===== config.mk =====
export PLATFORM = sky130hd
export DESIGN_NAME = gpc_ports
export DESIGN_NICKNAME = d
export VERILOG_FILES = /design/src/rtl/gpc_pkg.sv /design/src/rtl/gpc_ports.sv
export SDC_FILE = /design/constraint.sdc
export NUM_CORES = 1
export LEC_CHECK = 0
export BUFFER_PORTS_ARGS = -buffer_cell sky130_fd_sc_hd__buf_2
export CORE_ASPECT_RATIO = 1.25
export CORE_MARGIN = 4
export CORE_UTILIZATION = 50
export CTS_CLUSTER_SIZE = 12
export DETAILED_ROUTE_END_ITERATION = 10
export GPL_TIMING_DRIVEN = 1
export PLACE_DENSITY_LB_ADDON = 0.3
export SLEW_MARGIN = 30
export SYNTH_ARGS = -nofsm -noshare
export SYNTH_HDL_FRONTEND = slang
export SYNTH_SLANG_ARGS = --single-unit

===== constraint.sdc =====
create_clock -name clk_i -period 2.03 [get_ports clk_i]
set_clock_uncertainty 0.2 [all_clocks]
set_input_delay 0.3045 -clock clk_i [delete_from_list [all_inputs] [get_ports clk_i]]
set_output_delay 0.3045 -clock clk_i [all_outputs]
set_load 0.05 [all_outputs]

===== src/rtl/gpc_pkg.sv =====
// Shared constants for the general-purpose port block
package gpc_pkg;
   // Bus and port widths, synchronizer depth
   localparam int          ADDR_W          = 10;
   localparam int          DATA_W          = 32;
   localparam int          PORT_W          = 8;
   localparam int          SYNC_STAGES     = 2;

   // Register indices; byte address is four times the index
   localparam logic [7:0]  IDX_SP_DATA     = 8'h06;
   localparam logic [7:0]  IDX_TP_DATA     = 8'h07;
   localparam logic [7:0]  IDX_FP_DATA     = 8'h08;
   localparam logic [7:0]  IDX_INT_CTRL    = 8'h0B;
   localparam logic [7:0]  IDX_OPTION      = 8'h81;
   localparam logic [7:0]  IDX_SP_DIR      = 8'h86;
   localparam logic [7:0]  IDX_TP_DIR      = 8'h87;
   localparam logic [7:0]  IDX_FP_DIR      = 8'h88;
   localparam logic [7:0]  IDX_FIFTH_DIR   = 8'h89;
   localparam logic [7:0]  IDX_ANALOG_CFG  = 8'h9F;

   // Field positions
   localparam int          FLAG_BIT        = 0;
   localparam int          CHG_EN_BIT      = 3;
   localparam int          PULL_UP_N_BIT   = 7;
   localparam int          PSP_MODE_BIT    = 4;
   localparam int          CHG_LO          = 4;
   localparam int          CHG_HI          = 7;
   localparam int          SP_EXT_INT_BIT  = 0;
   localparam int          SP_SS_BIT       = 1;
   localparam int          SP_AN8_BIT      = 2;
   localparam int          SP_AN9_BIT      = 3;
   localparam int          SP_PGM_CLK_BIT  = 6;
   localparam int          SP_PGM_DAT_BIT  = 7;
   localparam int          TP_TMR_BIT      = 0;
   localparam int          TP_CAPTURE_COMPARE_TWO_BIT     = 1;
   localparam int          TP_CAPTURE_COMPARE_ONE_BIT     = 2;
   localparam int          TP_SCK_BIT      = 3;
   localparam int          TP_SDI_BIT      = 4;
   localparam int          TP_CK_BIT       = 6;
   localparam int          TP_RX_BIT       = 7;

   // Reset values
   localparam logic [7:0]  RST_LATCH       = 8'h00;
   localparam logic [7:0]  RST_DIR         = 8'hFF;
   localparam logic [7:0]  RST_OPTION      = 8'hFF;
   localparam logic [7:0]  RST_ANALOG      = 8'h00;
   localparam logic [7:0]  RST_INT_CTRL    = 8'h00;
   localparam logic [7:0]  RST_FIFTH_DIR   = 8'h07;
endpackage : gpc_pkg


===== src/rtl/gpc_ports.sv =====
// Second, third and fourth port logic with change detection
`timescale 1ns/1ps
module gpc_ports
   import gpc_pkg::*;
#(
   parameter int FP_PRESENT = 1
) (
   // Clock and reset
   input  wire logic               clk_i,
   input  wire logic               rstn_i,
   // Avalon-MM slave
   input  wire logic [ADDR_W-1:0]  avs_address_i,
   input  wire logic               avs_read_i,
   input  wire logic               avs_write_i,
   input  wire logic [DATA_W-1:0]  avs_writedata_i,
   input  wire logic [3:0]         avs_byteenable_i,
   output logic      [DATA_W-1:0]  avs_readdata_o,
   output logic                    avs_waitrequest_o,
   // Second port pins
   input  wire logic [PORT_W-1:0]  sp_in_i,
   output logic      [PORT_W-1:0]  sp_out_o,
   output logic      [PORT_W-1:0]  sp_oe_o,
   output logic      [PORT_W-1:0]  sp_pullup_o,
   output logic      [PORT_W-1:0]  sp_schmitt_o,
   // Second port alternate functions
   input  wire logic               ext_int_en_i,
   input  wire logic               ssp_ss_en_i,
   input  wire logic [1:0]         analog_en_i,
   input  wire logic               prog_mode_i,
   output logic                    ext_int_o,
   output logic                    ssp_ss_n_o,
   output logic      [1:0]         analog_connect_o,
   output logic                    prog_clk_o,
   output logic                    prog_data_o,
   output logic      [PORT_W-1:0]  analog_config_o,
   output logic                    change_irq_o,
   // Third port pins
   input  wire logic [PORT_W-1:0]  tp_in_i,
   output logic      [PORT_W-1:0]  tp_out_o,
   output logic      [PORT_W-1:0]  tp_oe_o,
   // Third port peripheral sharing
   input  wire logic [PORT_W-1:0]  tp_periph_en_i,
   input  wire logic [PORT_W-1:0]  tp_periph_oe_i,
   input  wire logic [PORT_W-1:0]  tp_periph_out_i,
   output logic                    timer_clk_in_o,
   output logic                    capture_compare_two_in_o,
   output logic                    capture_compare_one_in_o,
   output logic                    ssp_sck_in_o,
   output logic                    ssp_sdi_o,
   output logic                    usart_ck_in_o,
   output logic                    usart_rx_o,
   // Fourth port pins
   input  wire logic [PORT_W-1:0]  fp_in_i,
   output logic      [PORT_W-1:0]  fp_out_o,
   output logic      [PORT_W-1:0]  fp_oe_o,
   output logic                    fp_ttl_o,
   output logic                    psp_mode_o
);

   function automatic logic reg_hit(input logic [ADDR_W-1:0] a, input logic [7:0] idx);
      return a[ADDR_W-1:2] == idx;
   endfunction : reg_hit

   logic                    ack;
   logic                    req;
   logic                    rd_first;
   logic                    wr_lane;
   logic [PORT_W-1:0]       wbyte;
   logic [3*PORT_W-1:0]     sync1;
   logic [3*PORT_W-1:0]     sync2;
   logic [PORT_W-1:0]       sp_sync;
   logic [PORT_W-1:0]       tp_sync;
   logic [PORT_W-1:0]       fp_sync;
   logic [PORT_W-1:0]       sp_latch;
   logic [PORT_W-1:0]       tp_latch;
   logic [PORT_W-1:0]       fp_latch;
   logic [PORT_W-1:0]       sp_dir;
   logic [PORT_W-1:0]       tp_dir;
   logic [PORT_W-1:0]       fp_dir;
   logic [PORT_W-1:0]       fifth_dir;
   logic [PORT_W-1:0]       option_ctl;
   logic [PORT_W-1:0]       analog_cfg;
   logic [PORT_W-1:1]       int_ctl;
   logic                    flag;
   logic                    next_flag;
   logic [CHG_HI:CHG_LO]    snap;
   logic [CHG_HI:CHG_LO]    mism;
   logic [PORT_W-1:0]       sp_read;
   logic [PORT_W-1:0]       rd_mux;
   logic                    wr_sp;
   logic                    wr_int;

   // One wait cycle per access keeps read data a flop output
   assign req               = avs_read_i | avs_write_i;
   assign avs_waitrequest_o = req & ~ack;
   assign rd_first          = avs_read_i & ~ack;
   assign wr_lane           = avs_write_i & ack & avs_byteenable_i[0];
   assign wbyte             = avs_writedata_i[PORT_W-1:0];
   assign wr_sp             = wr_lane & reg_hit(avs_address_i, IDX_SP_DATA);
   assign wr_int            = wr_lane & reg_hit(avs_address_i, IDX_INT_CTRL);

   always_ff @(posedge clk_i or negedge rstn_i) begin
      if (!rstn_i) begin
         ack <= 1'b0;
      end else begin
         ack <= req & ~ack;
      end
   end

   // Second stage alone feeds logic; first stage is read by nothing else
   always_ff @(posedge clk_i or negedge rstn_i) begin
      if (!rstn_i) begin
         sync1 <= '0;
         sync2 <= '0;
      end else begin
         sync1 <= {fp_in_i, tp_in_i, sp_in_i};
         sync2 <= sync1;
      end
   end

   assign sp_sync = sync2[PORT_W-1:0];
   // Third-port pads are Schmitt only, so no buffer select leaves here
   assign tp_sync = sync2[2*PORT_W-1:PORT_W];
   assign fp_sync = (FP_PRESENT != 0) ? sync2[3*PORT_W-1:2*PORT_W] : '0;

   // Output latches and direction registers
   always_ff @(posedge clk_i or negedge rstn_i) begin
      if (!rstn_i) begin
         sp_latch <= RST_LATCH;
         tp_latch <= RST_LATCH;
         fp_latch <= RST_LATCH;
      end else if (wr_lane) begin
         if (reg_hit(avs_address_i, IDX_SP_DATA)) begin
            sp_latch <= wbyte;
         end
         if (reg_hit(avs_address_i, IDX_TP_DATA)) begin
            tp_latch <= wbyte;
         end
         if (reg_hit(avs_address_i, IDX_FP_DATA)) begin
            fp_latch <= wbyte;
         end
      end
   end

   always_ff @(posedge clk_i or negedge rstn_i) begin
      if (!rstn_i) begin
         sp_dir    <= RST_DIR;
         tp_dir    <= RST_DIR;
         fp_dir    <= RST_DIR;
         fifth_dir <= RST_FIFTH_DIR;
      end else if (wr_lane) begin
         if (reg_hit(avs_address_i, IDX_SP_DIR)) begin
            sp_dir <= wbyte;
         end
         if (reg_hit(avs_address_i, IDX_TP_DIR)) begin
            tp_dir <= wbyte;
         end
         if (reg_hit(avs_address_i, IDX_FP_DIR)) begin
            fp_dir <= wbyte;
         end
         if (reg_hit(avs_address_i, IDX_FIFTH_DIR)) begin
            fifth_dir <= wbyte;
         end
      end
   end

   always_ff @(posedge clk_i or negedge rstn_i) begin
      if (!rstn_i) begin
         option_ctl <= RST_OPTION;
         analog_cfg <= RST_ANALOG;
         int_ctl    <= RST_INT_CTRL[PORT_W-1:1];
      end else if (wr_lane) begin
         if (reg_hit(avs_address_i, IDX_OPTION)) begin
            option_ctl <= wbyte;
         end
         if (reg_hit(avs_address_i, IDX_ANALOG_CFG)) begin
            analog_cfg <= wbyte;
         end
         if (wr_int) begin
            int_ctl <= wbyte[PORT_W-1:1];
         end
      end
   end

   // Change detection on the upper nibble
   assign mism = (sp_sync[CHG_HI:CHG_LO] ^ snap) & sp_dir[CHG_HI:CHG_LO];

   // Copy taken with the same sample that the read returns
   always_ff @(posedge clk_i or negedge rstn_i) begin
      if (!rstn_i) begin
         snap <= '0;
      end else if ((rd_first && reg_hit(avs_address_i, IDX_SP_DATA)) || wr_sp) begin
         snap <= sp_sync[CHG_HI:CHG_LO];
      end
   end

   // A mismatch beats a software clear in the same cycle
   always_comb begin
      next_flag = flag;
      if (wr_int) begin
         next_flag = wbyte[FLAG_BIT];
      end
      if (|mism) begin
         next_flag = 1'b1;
      end
   end

   always_ff @(posedge clk_i or negedge rstn_i) begin
      if (!rstn_i) begin
         flag <= RST_INT_CTRL[FLAG_BIT];
      end else begin
         flag <= next_flag;
      end
   end

   // Level stays up while asleep, so it doubles as the wake request
   assign change_irq_o = flag & int_ctl[CHG_EN_BIT];

   // Analog pins read as zero in the digital path
   always_comb begin
      sp_read             = sp_sync;
      sp_read[SP_AN8_BIT] = sp_sync[SP_AN8_BIT] & ~analog_en_i[0];
      sp_read[SP_AN9_BIT] = sp_sync[SP_AN9_BIT] & ~analog_en_i[1];
   end

   always_comb begin
      rd_mux = '0;
      case (avs_address_i[ADDR_W-1:2])
         IDX_SP_DATA:    rd_mux = sp_read;
         IDX_TP_DATA:    rd_mux = tp_sync;
         IDX_FP_DATA:    rd_mux = fp_sync;
         IDX_INT_CTRL:   rd_mux = {int_ctl, flag};
         IDX_OPTION:     rd_mux = option_ctl;
         IDX_SP_DIR:     rd_mux = sp_dir;
         IDX_TP_DIR:     rd_mux = tp_dir;
         IDX_FP_DIR:     rd_mux = fp_dir;
         IDX_FIFTH_DIR:  rd_mux = fifth_dir;
         IDX_ANALOG_CFG: rd_mux = analog_cfg;
         default:        rd_mux = '0;
      endcase
   end

   always_ff @(posedge clk_i or negedge rstn_i) begin
      if (!rstn_i) begin
         avs_readdata_o <= '0;
      end else if (rd_first) begin
         avs_readdata_o <= {{(DATA_W-PORT_W){1'b0}}, rd_mux};
      end
   end

   // Second port pads
   assign sp_out_o    = sp_latch;
   assign sp_oe_o     = ~sp_dir;
   assign sp_pullup_o = {PORT_W{~option_ctl[PULL_UP_N_BIT]}} & sp_dir;

   always_comb begin
      sp_schmitt_o                 = '0;
      sp_schmitt_o[SP_EXT_INT_BIT] = ext_int_en_i;
      sp_schmitt_o[SP_SS_BIT]      = ssp_ss_en_i;
      sp_schmitt_o[SP_PGM_CLK_BIT] = prog_mode_i;
      sp_schmitt_o[SP_PGM_DAT_BIT] = prog_mode_i;
   end

   assign ext_int_o        = sp_sync[SP_EXT_INT_BIT];
   assign ssp_ss_n_o       = sp_sync[SP_SS_BIT];
   assign analog_connect_o = analog_en_i & sp_dir[SP_AN9_BIT:SP_AN8_BIT];
   assign prog_clk_o       = sp_sync[SP_PGM_CLK_BIT];
   assign prog_data_o      = sp_sync[SP_PGM_DAT_BIT];
   assign analog_config_o  = analog_cfg;

   // Third port: peripheral wins over direction while enabled
   for (genvar i = 0; i < PORT_W; i++) begin : g_tp
      assign tp_oe_o[i]  = tp_periph_en_i[i] ? tp_periph_oe_i[i] : ~tp_dir[i];
      assign tp_out_o[i] = tp_periph_en_i[i] ? tp_periph_out_i[i] : tp_latch[i];
   end

   assign timer_clk_in_o = tp_sync[TP_TMR_BIT];
   assign capture_compare_two_in_o      = tp_sync[TP_CAPTURE_COMPARE_TWO_BIT];
   assign capture_compare_one_in_o      = tp_sync[TP_CAPTURE_COMPARE_ONE_BIT];
   assign ssp_sck_in_o   = tp_sync[TP_SCK_BIT];
   assign ssp_sdi_o      = tp_sync[TP_SDI_BIT];
   assign usart_ck_in_o  = tp_sync[TP_CK_BIT];
   assign usart_rx_o     = tp_sync[TP_RX_BIT];

   // Fourth port; slave-port strobes live outside, so drivers release
   assign psp_mode_o = fifth_dir[PSP_MODE_BIT];
   assign fp_ttl_o   = (FP_PRESENT != 0) & fifth_dir[PSP_MODE_BIT];
   assign fp_out_o   = fp_latch;
   assign fp_oe_o    = ((FP_PRESENT != 0) && !psp_mode_o) ? ~fp_dir : '0;

   property p_out_excluded;
      @(posedge clk_i) disable iff (!rstn_i)
         (mism & ~sp_dir[CHG_HI:CHG_LO]) == '0;
   endproperty
   a_out_excluded: assert property (p_out_excluded)
      else $error("output pin joined change compare");

   property p_snap_read;
      @(posedge clk_i) disable iff (!rstn_i)
         (rd_first && reg_hit(avs_address_i, IDX_SP_DATA))
         |=> (snap == $past(sp_sync[CHG_HI:CHG_LO])) && (mism == '0 || $changed(sp_sync));
   endproperty
   a_snap_read: assert property (p_snap_read)
      else $error("read did not refresh compare copy");

   property p_flag_set;
      @(posedge clk_i) disable iff (!rstn_i)
         (|mism) |=> flag;
   endproperty
   a_flag_set: assert property (p_flag_set)
      else $error("mismatch did not set change flag");

   property p_irq;
      @(posedge clk_i) disable iff (!rstn_i)
         ((|mism) && int_ctl[CHG_EN_BIT] && !wr_int) |=> change_irq_o;
   endproperty
   a_irq: assert property (p_irq)
      else $error("wake level wrong");

   property p_snap_write;
      @(posedge clk_i) disable iff (!rstn_i)
         wr_sp |=> snap == $past(sp_sync[CHG_HI:CHG_LO]);
   endproperty
   a_snap_write: assert property (p_snap_write)
      else $error("write did not refresh compare copy");

   property p_set_wins;
      @(posedge clk_i) disable iff (!rstn_i)
         (wr_int && !wbyte[FLAG_BIT] && (|mism)) |=> flag;
   endproperty
   a_set_wins: assert property (p_set_wins)
      else $error("clear beat a pending mismatch");

   property p_clear;
      @(posedge clk_i) disable iff (!rstn_i)
         (wr_int && !wbyte[FLAG_BIT] && mism == '0) |=> !flag;
   endproperty
   a_clear: assert property (p_clear)
      else $error("software clear lost");

   property p_pullup;
      @(posedge clk_i) disable iff (!rstn_i)
         ((sp_pullup_o & sp_oe_o) == '0) && (!option_ctl[PULL_UP_N_BIT] || sp_pullup_o == '0);
   endproperty
   a_pullup: assert property (p_pullup)
      else $error("pull-ups not on input pins");

   property p_tp_dir;
      @(posedge clk_i) disable iff (!rstn_i)
         (tp_periph_en_i == '0) |-> (tp_oe_o == ~tp_dir) && (tp_out_o == tp_latch);
   endproperty
   a_tp_dir: assert property (p_tp_dir)
      else $error("third-port direction not obeyed");

   property p_override;
      @(posedge clk_i) disable iff (!rstn_i)
         ((tp_oe_o ^ tp_periph_oe_i) & tp_periph_en_i) == '0;
   endproperty
   a_override: assert property (p_override)
      else $error("peripheral override ignored");

   property p_psp;
      @(posedge clk_i) disable iff (!rstn_i)
         psp_mode_o |-> fp_oe_o == '0;
   endproperty
   a_psp: assert property (p_psp)
      else $error("fourth port driven in slave mode");

endmodule : gpc_ports


Word level (Yosys, flattened, before mapping):

Cells that the tools add are included.

* flip-flop bits (word level): 141
* bits of input ports: 103
* logic and storage cells: 88

* equal/unequal tests: 10
* muxes and demuxes: 20
* bitwise logic cells: 28
* reductions and logical operators: 14

Operators with widths (number)
* $pmux W8 S10: 1
* $eq A8 B8 Y1 const B: 6
* $reduce_and A2 Y1: 10
* $mux W1: 18
* $eq A8 B3 Y1 const B: 2
* $eq A8 B4 Y1 const B: 2
* $not A8 Y8: 2
* $not A1 Y1: 12
* $and A1 B1 Y1: 9
* $and A8 B8 Y8: 1
* $mux W8: 1
* $and A4 B4 Y4: 1
* $reduce_or A4 Y1: 1
* $xor A4 B4 Y4: 1
* $and A2 B2 Y2: 1
* $reduce_bool A2 Y1: 1
* $logic_and A1 B1 Y1: 1
* $logic_or A1 B1 Y1: 1
* $or A1 B1 Y1: 1

Logic depth before layout (Yosys ltp):

Gate-level depths: netlist of run 1.

* depth after elaboration: 5
* gate-level depth with buffers: 8

Worst setup path before layout of run 1:

No wires, ideal clock.

* path type: reg-to-output
* from: register fifth_dir[4]
* to: output port fp_oe_o[0]
* data arrival time: 1.497 ns
* required time: 1.525 ns
* path slack: 0.028 ns
* stages on the path, launching flop included: 3
* path through: dfrtp_1 -> clkbuf_1 -> nor2_1

* word-level cells in the longest chain between the ends: 1

RTL lines
* start, declared: line gpc_ports.sv:80 `logic [PORT_W-1:0] fifth_dir;`
* start signal, assigned: line gpc_ports.sv:162 `fifth_dir <= wbyte;`
* $mux W8: line gpc_ports.sv:289 `assign fp_oe_o = ((FP_PRESENT != 0) && !psp_mode_o) ? ~fp_dir : '0;`
* end, declared: line gpc_ports.sv:55 `output logic [PORT_W-1:0] fp_oe_o,`

Every way passes these cells.

Final worst setup path of run 1:

* from: input port avs_read_i
* to: register avs_readdata_o[4]

* word-level cells in the longest chain between the ends: 1

RTL lines
* start, declared: line gpc_ports.sv:13 `input wire logic avs_read_i,`
* $and A1 B1 Y1: line gpc_ports.sv:96 `assign rd_first = avs_read_i & ~ack;`
* end signal, assigned: line gpc_ports.sv:247 `avs_readdata_o <= {{(DATA_W-PORT_W){1'b0}}, rd_mux};`
* end, declared: line gpc_ports.sv:17 `output logic [DATA_W-1:0] avs_readdata_o,`

Every way passes these cells.
A chain may end at the register's enable or synchronous reset.

==> results of run 1 <==
==> sequential cells by signal (all words and copies together), names as in the netlist <==
| register | count |
|---|---|
| snap | 4 |
| fifth_dir | 8 |
| sync2 | 24 |
| sync1 | 24 |
| int_ctl | 7 |
| sp_dir | 8 |
| option_ctl | 8 |
| flag | 1 |
| tp_dir | 8 |
| ack | 1 |
| fp_dir | 8 |
| tp_latch | 8 |
| sp_out_o | 8 |
| analog_config_o | 8 |
| avs_readdata_o | 8 |
| fp_out_o | 8 |
==> routing by layer <==
metal,GRT usage,part of all wire,up-vias
met3,0.0429,0.055,43
met2,0.416,0.52,213
li1,-,-,2118
met4,0.100,0.034,0
met5,0,0,-
met1,0.302,0.39,2337
==> layout make-up <==
cell class / instances / area, um^2
clock buffer: 20 / 437
clock inverter: 12 / 163
fill: 919 / 3930
inverter: 10 / 37.5
multi-input combinational: 310 / 2320
sequential: 141 / 3570
tap: 164 / 205
timing repair buffer: 233 / 1500
==> placed cells by master (no fill, tap or decap), types with 7 or more instances in the layout <==
master         instances
buf_2                158
dfrtp_1              105
mux2_2                51
buf_4                 41
nand2_1               38
mux2_1                36
dfstp_2               35
nor2_1                32
conb_1                28
dlygate4sd3_1         27
clkbuf_16             17
o21ai_0               15
inv_1                  9
mux2i_1                9
a21oi_1                9
a221oi_1               8
nand3_1                7
o21ai_1                7
==> where the power goes <==
group / internal [W] / switching, W / total, W / leakage, nW
sequential: 0.00290 / 0.0000439 / 0.00295 / 1.72
combinational: 0.000236 / 0.000570 / 0.000806 / 2.03
clock: 0.00195 / 0.00118 / 0.00313 / 0.286
==> metrics by stage <==
stage	total power (W)	setup slack, ns	utilization	setup TNS, ns
detailed placement	0.00376	-0.249	0.606	-4.27
finish	0.00688	0.0862	0.677	0
floorplan	0.00354	0.0285	-	0
global placement	0.00374	-0.154	0.606	-3.58
global route	0.00712	0.00652	0.677	0
CTS	0.00693	0.0427	0.677	0
==> repair_timing <==
action / 4_1_cts / 5_1_grt
endpoints found under the hold margin: 144 / 0
hold buffers: 27 / 0
gates resized for setup: 1 / 0
setup buffers: 0 / 0
setup endpoints to repair: 1 / 0
==> cells by family after synthesis <==
kind of cell | after synthesis | synth area share
compound gates | 67 | 0.0766
other cells | 1 | 0.000602
simple gates | 115 | 0.102
mux | 96 | 0.172
buf+inv | 71 | 0.0695
xor+xnor | 4 | 0.00563
flops | 141 | 0.574
==> path summary, 6_finish.rpt <==
kind	startpoint	to	slack [ns]	depth (start not counted)
max	avs_read_i	avs_readdata_o[4]	0.09	6
min	avs_writedata_i[1]	sp_dir[1]	0.03	3
max reg2reg	ack	snap[5]	0.20	5
min reg2reg	sync1[22]	sync2[22]	0.15	0
max in group asynchronous	rstn_i	fp_dir[6]	0.82	3
min in group asynchronous	rstn_i	sync1[4]	0.16	2
==> worst max-delay path: cells and delay by family <==
family | cells | cell delay, ns
buf+inv | 2 | 0.66
compound gates | 1 | 0.18
simple gates | 3 | 0.85
==> flow_metrics.py, run 1 <==
metrics = {
    "clock_network": {
        "cts_tree": "done",
        "cts_inserted_buffers": 17,
        "clock_latency_ns": 0.41,
        "cts-htree-levels": 4,
        "cts_buffer_depth": 2,
        "clk_pin_slew_ns": 0.06,
        "cts.sinks": 141,
        "cts_root_buffer": "clkbuf_16",
    },
    "timing": {
        "fmax_mhz": 514,
        "fin_crit_sh": 0.958,
        "setup_viol": 0,
        "final-max-slew-violation-count": 0,
        "finalCriticalPeriod_ns": 1.94,
        "max_slew_margin": 0.575,
        "rsz0062_at_grt": "no",
        "worst_slew_pin_slew_ns": 0.635,
        "hold_slack_ns": 0.0305,
        "hold_violations": 0,
    },
    "final_layout": {
        "final_area_um2": 8240,
        "layoutNonFillerInstCount": 890,
        "diodes": 0,
        "final_layout_size_suffix_gt1_frac": 0.464,
        "areaGrowthSynthToFinish_pct": 32.3,
        "nNetsFinal": 816,
    },
    "floorplanning": {
        "num_rows": 45,
        "initial_core_util": 0.512,
        "die_w_um": 108,
        "die_h_um": 133,
        "io_pins": 224,
        "core_um2": 12200,
        "dieArea_um2": 14300,
    },
    "synth": {
        "ys_warn_count": 0,
        "ys_async_sr_fraction": 1.00,
        "yosys_register_bits": 141,
        "synth.most_common_cell": "dfrtp_1",
        "synth_edf_count": 0,
        "synth.distinct_cells": 56,
        "syn_area_um2": 6220,
        "avgSynthCellArea_um2": 12.6,
        "synth_area_leaders": "dfrtp_1, dfstp_2, mux2_2",
        "ys_seq_area_frac": 0.574,
        "yosys.area.top_type_share": 0.426,
        "synth_common_cells": "dfrtp_1, mux2_2, nand2_1",
        "syn-instance-count": 495,
        "ys.flop_type": "dfrtp_1",
        "post-synth-top-area-cell": "dfrtp_1",
    },
    "drt": {
        "routed_via_density": 5.29,
        "first_iter_violations": 187,
        "drtAntennaViolNets": 0,
        "drtPass1Iterations": 5,
        "vias": 4711,
        "drt_wl_total_mm": 16.7,
        "post_drt_wl_per_cell_um": 18.8,
        "drc": 0,
    },
    "critical_path": {
        "critPathKind": "primary input to flop",
        "required_ns": 2.08,
        "critPathArrivalTime_ns": 1.99,
        "startpoint_type": "primary input",
        "end_kind": "flop",
        "slowest_stage": "dlygate4sd3_1",
        "crit_chain": "dlygate4sd3_1 > buf_2 > nand2b_1 > nor3_1 > nor2_1 > a22oi_1",
        "slowest_delay_ns": 0.53,
        "critPathMaxFanout": 7,
    },
    "grt": {
        "grt_pass1_vias": 4872,
        "grt_remaining_overflow": 0,
        "grt_antenna_before_repair": 0,
        "grtUsageTotal": 0.243,
        "grt_pass1_wl_mm": 26.3,
        "grt_max_degree": 57,
    },
    "min_path": {
        "worst_hold_path_type": "primary input to flop",
    },
    "power": {
        "leakagePower_nw": 4.03,
        "cellPowerDensity_nw_per_um2": 836,
        "peakVddDrop_mv": 0.644,
    },
    "placed_design": {
        "hpwl_mm": 12.3,
        "place_congestion": 0.940,
        "port_buffers": 159,
        "dp.cells": 831,
        "place_area_um2": 7370,
    },
    "flow_run": {
        "maxCapViolations": 0,
    },
    "run_status": {
        "outcome": "complete, no violations",
    },
}
Note: power is estimated with default switching activity, not from simulation.
==> run 2: changes to the inputs <==
--- a/config.mk
+++ b/config.mk
@@ -5,10 +5,12 @@
 export SDC_FILE = /design/constraint.sdc
 export NUM_CORES = 1
 export LEC_CHECK = 0
+export ABC_AREA = 1
 export BUFFER_PORTS_ARGS = -buffer_cell sky130_fd_sc_hd__buf_2
 export CORE_ASPECT_RATIO = 1.25
 export CORE_MARGIN = 4
-export CORE_UTILIZATION = 50
+export CORE_UTILIZATION = 51
+export CTS_BUF_LIST = sky130_fd_sc_hd__clkbuf_2 sky130_fd_sc_hd__clkbuf_4 sky130_fd_sc_hd__clkbuf_8
 export CTS_CLUSTER_SIZE = 12
 export DETAILED_ROUTE_END_ITERATION = 10
 export GPL_TIMING_DRIVEN = 1
==> constraint.sdc (replaced) <==
create_clock -name clk_i -period 2.4 [get_ports clk_i]
set_clock_uncertainty 0.2 [all_clocks]
set_input_delay 0.36 -clock clk_i [delete_from_list [all_inputs] [get_ports clk_i]]
set_output_delay 0.36 -clock clk_i [all_outputs]
set_load 0.05 [all_outputs]
==> run 2 against run 1 <==
Against the previous run: final cell count increased by 16%; hold slack improved by 0.11 ns; core utilization decreased by 1.5 points; via count increased by 11%; sequential share of layout area increased by 2.4 points; register-to-register slack improved by 0.37 ns; count of clock-buffer cells in the layout increased by 2; die area decreased by 1.7%; synthesized area about the same; critical path depth decreased by 1; worst setup slack improved by 0.32 ns; critical endpoint is now avs_waitrequest_o.
==> flow_metrics.py, run 2 <==
metrics = {
    "run_status": {
        "outcome": "complete, no violations",
    },
    "timing": {
        "setup_viol": 0,
        "fmax_mhz": 500,
        "worst_slew_pin_slew_ns": 0.639,
        "finalCriticalPeriod_ns": 2.00,
        "rsz0062_at_grt": "no",
        "fin_crit_sh": 0.833,
        "max_slew_margin": 0.574,
        "setup_tns_ns": 0,
        "hold_violations": 0,
        "final-max-slew-violation-count": 0,
    },
    "power": {
        "cellPowerDensity_nw_per_um2": 670,
        "peakVddDrop_mv": 0.442,
        "p_total_w": 0.00523,
        "leakagePower_nw": 3.94,
    },
    "final_layout": {
        "final_layout_size_suffix_gt1_frac": 0.322,
        "nNetsFinal": 957,
        "largest_registers": "sync1 x24, sync2 x24",
        "areaGrowthSynthToFinish_pct": 25.3,
        "final_cell_mix": "nand2_1, buf_2, dfrtp_1, nand3_1, o21ai_0",
        "fillers": 983,
        "layout_commonest_cell": "nand2_1",
        "final_area_um2": 7800,
        "layoutNonFillerInstCount": 1029,
        "fin_util": 0.662,
    },
    "synth": {
        "ys_seq_area_frac": 0.573,
        "ys_warn_count": 0,
        "synth.most_common_cell": "nand2_1",
        "yosys.area.top_type_share": 0.426,
        "yosys_register_bits": 141,
        "post-synth-top-area-cell": "dfrtp_1",
        "synth_edf_count": 0,
        "syn-instance-count": 670,
        "ys_async_sr_fraction": 1.00,
        "avgSynthCellArea_um2": 9.30,
        "synth_area_leaders": "dfrtp_1, dfstp_2, nand2_1",
        "synth_common_cells": "nand2_1, dfrtp_1, nand3_1",
        "synth.distinct_cells": 26,
        "ys.flop_type": "dfrtp_1",
        "syn_area_um2": 6230,
    },
    "drt": {
        "drc": 0,
        "first_iter_violations": 363,
        "routed_via_density": 5.07,
        "vias": 5221,
        "post_drt_wl_per_cell_um": 16.1,
        "drtAntennaViolNets": 0,
        "drtPass1Iterations": 5,
        "drt_wl_total_mm": 16.5,
    },
    "floorplanning": {
        "num_rows": 44,
        "die_w_um": 107,
        "dieArea_um2": 14100,
        "initial_core_util": 0.529,
        "die_h_um": 132,
        "io_pins": 224,
        "core_um2": 11800,
    },
    "critical_path": {
        "critPathKind": "primary input to primary output",
        "critPathMaxFanout": 2,
        "ff2ff_path_depth": 5,
        "critPathArrivalTime_ns": 1.44,
        "end_kind": "primary output",
        "startpoint_type": "primary input",
        "required_ns": 1.84,
    },
    "placed_design": {
        "place_congestion": 0.840,
        "hpwl_mm": 11.6,
        "port_buffers": 159,
        "dp.cells": 969,
        "place_area_um2": 7080,
    },
    "grt": {
        "grtUsageTotal": 0.242,
        "grt_remaining_overflow": 0,
        "grt_use_met2": 0.394,
        "grtUsageMet1": 0.304,
        "grt_pass1_wl_mm": 26.6,
        "grt_max_degree": 70,
        "top_usage_layer": "met2",
        "met3_usage": 0.0672,
        "grt_pass1_vias": 5293,
        "grt_antenna_before_repair": 1,
    },
    "clock_network": {
        "cts_buffer_depth": 2,
        "cts_inserted_buffers": 17,
        "post_cts_resized": 0,
        "cts.sinks": 141,
        "clk_pin_slew_ns": 0.08,
        "cts_tree": "done",
        "cts_root_buffer": "clkbuf_8",
        "cts-htree-levels": 4,
        "clock_latency_ns": 0.45,
    },
    "flow_run": {
        "maxCapViolations": 0,
    },
    "min_path": {
        "worst_hold_path_type": "flop to flop",
        "hold_depth": 0,
    },
}
[run 2: worst paths after layout]
kind | from | end | slack (ns)
min in group asynchronous | rstn_i | fp_out_o[3] | 0.28
hold reg to reg | sync1[4] | sync2[4] | 0.14
hold / removal | sync1[4] | sync2[4] | 0.14
setup reg to reg | ack | option_ctl[6] | 0.57
max in group asynchronous | rstn_i | tp_dir[2] | 1.03
setup / recovery | avs_write_i | avs_waitrequest_o | 0.40
[run 2: logic make-up (layout without fill, tap and decap cells)]
| logic type | after synthesis | in the layout | synth area share |
|---|---|---|---|
| mux | 8 | 8 | 0.0145 |
| simple gates | 319 | 319 | 0.238 |
| flops | 141 | 141 | 0.573 |
| other cells | 1 | 29 | 0.000602 |
| buf+inv | 100 | 270 | 0.0850 |
| xor+xnor | 2 | 2 | 0.00281 |
| compound gates | 99 | 99 | 0.0854 |
[run 2: critical path: stages]
cell and delay, ns:
dlygate4sd3_1 0.52, buf_2 0.11, nor2_1 0.04, nor2_1 0.12
buf_2 0.29
[run 2: through the flow]
stage / hold WS (ns) / setup WS (ns)
2_1_floorplan: -0.136 / 0.340
3_3_place_gp: 0.131 / 0.408
3_5_place_dp: 0.136 / 0.371
4_1_cts: 0.137 / 0.397
5_1_grt: 0.144 / 0.299
6_report: 0.136 / 0.402
[run 2: where the power goes]
part	leakage (nW)	internal (W)	switching (W)
Combinational	2.00	0.000154	0.000460
Sequential	1.72	0.00245	0.0000361
Clock	0.222	0.00124	0.000892
[run 2: final cells by class]
type	count	area [um^2]	share of cell area
clock inverter	10	161	0.0207
antenna	1	2.50	0.000321
clock buffer	22	290	0.0372
multi-input combinational	456	2230	0.286
inverter	44	165	0.0212
tap	161	201	0.0258
timing repair buffer	194	1180	0.151
sequential	141	3570	0.458
[run 2: what timing repair did]
item	in CTS	in global routing
setup buffers	0	0
hold buffers	27	0
hold endpoints to repair	82	0
setup endpoints to repair	0	0
[run 2: routing by layer]
metal / vias to the layer above / wire length, um
li1: 2483 / -
met3: 36 / 1190
met1: 2491 / 6660
met2: 211 / 8140
met4: 0 / 539
met5: - / 0
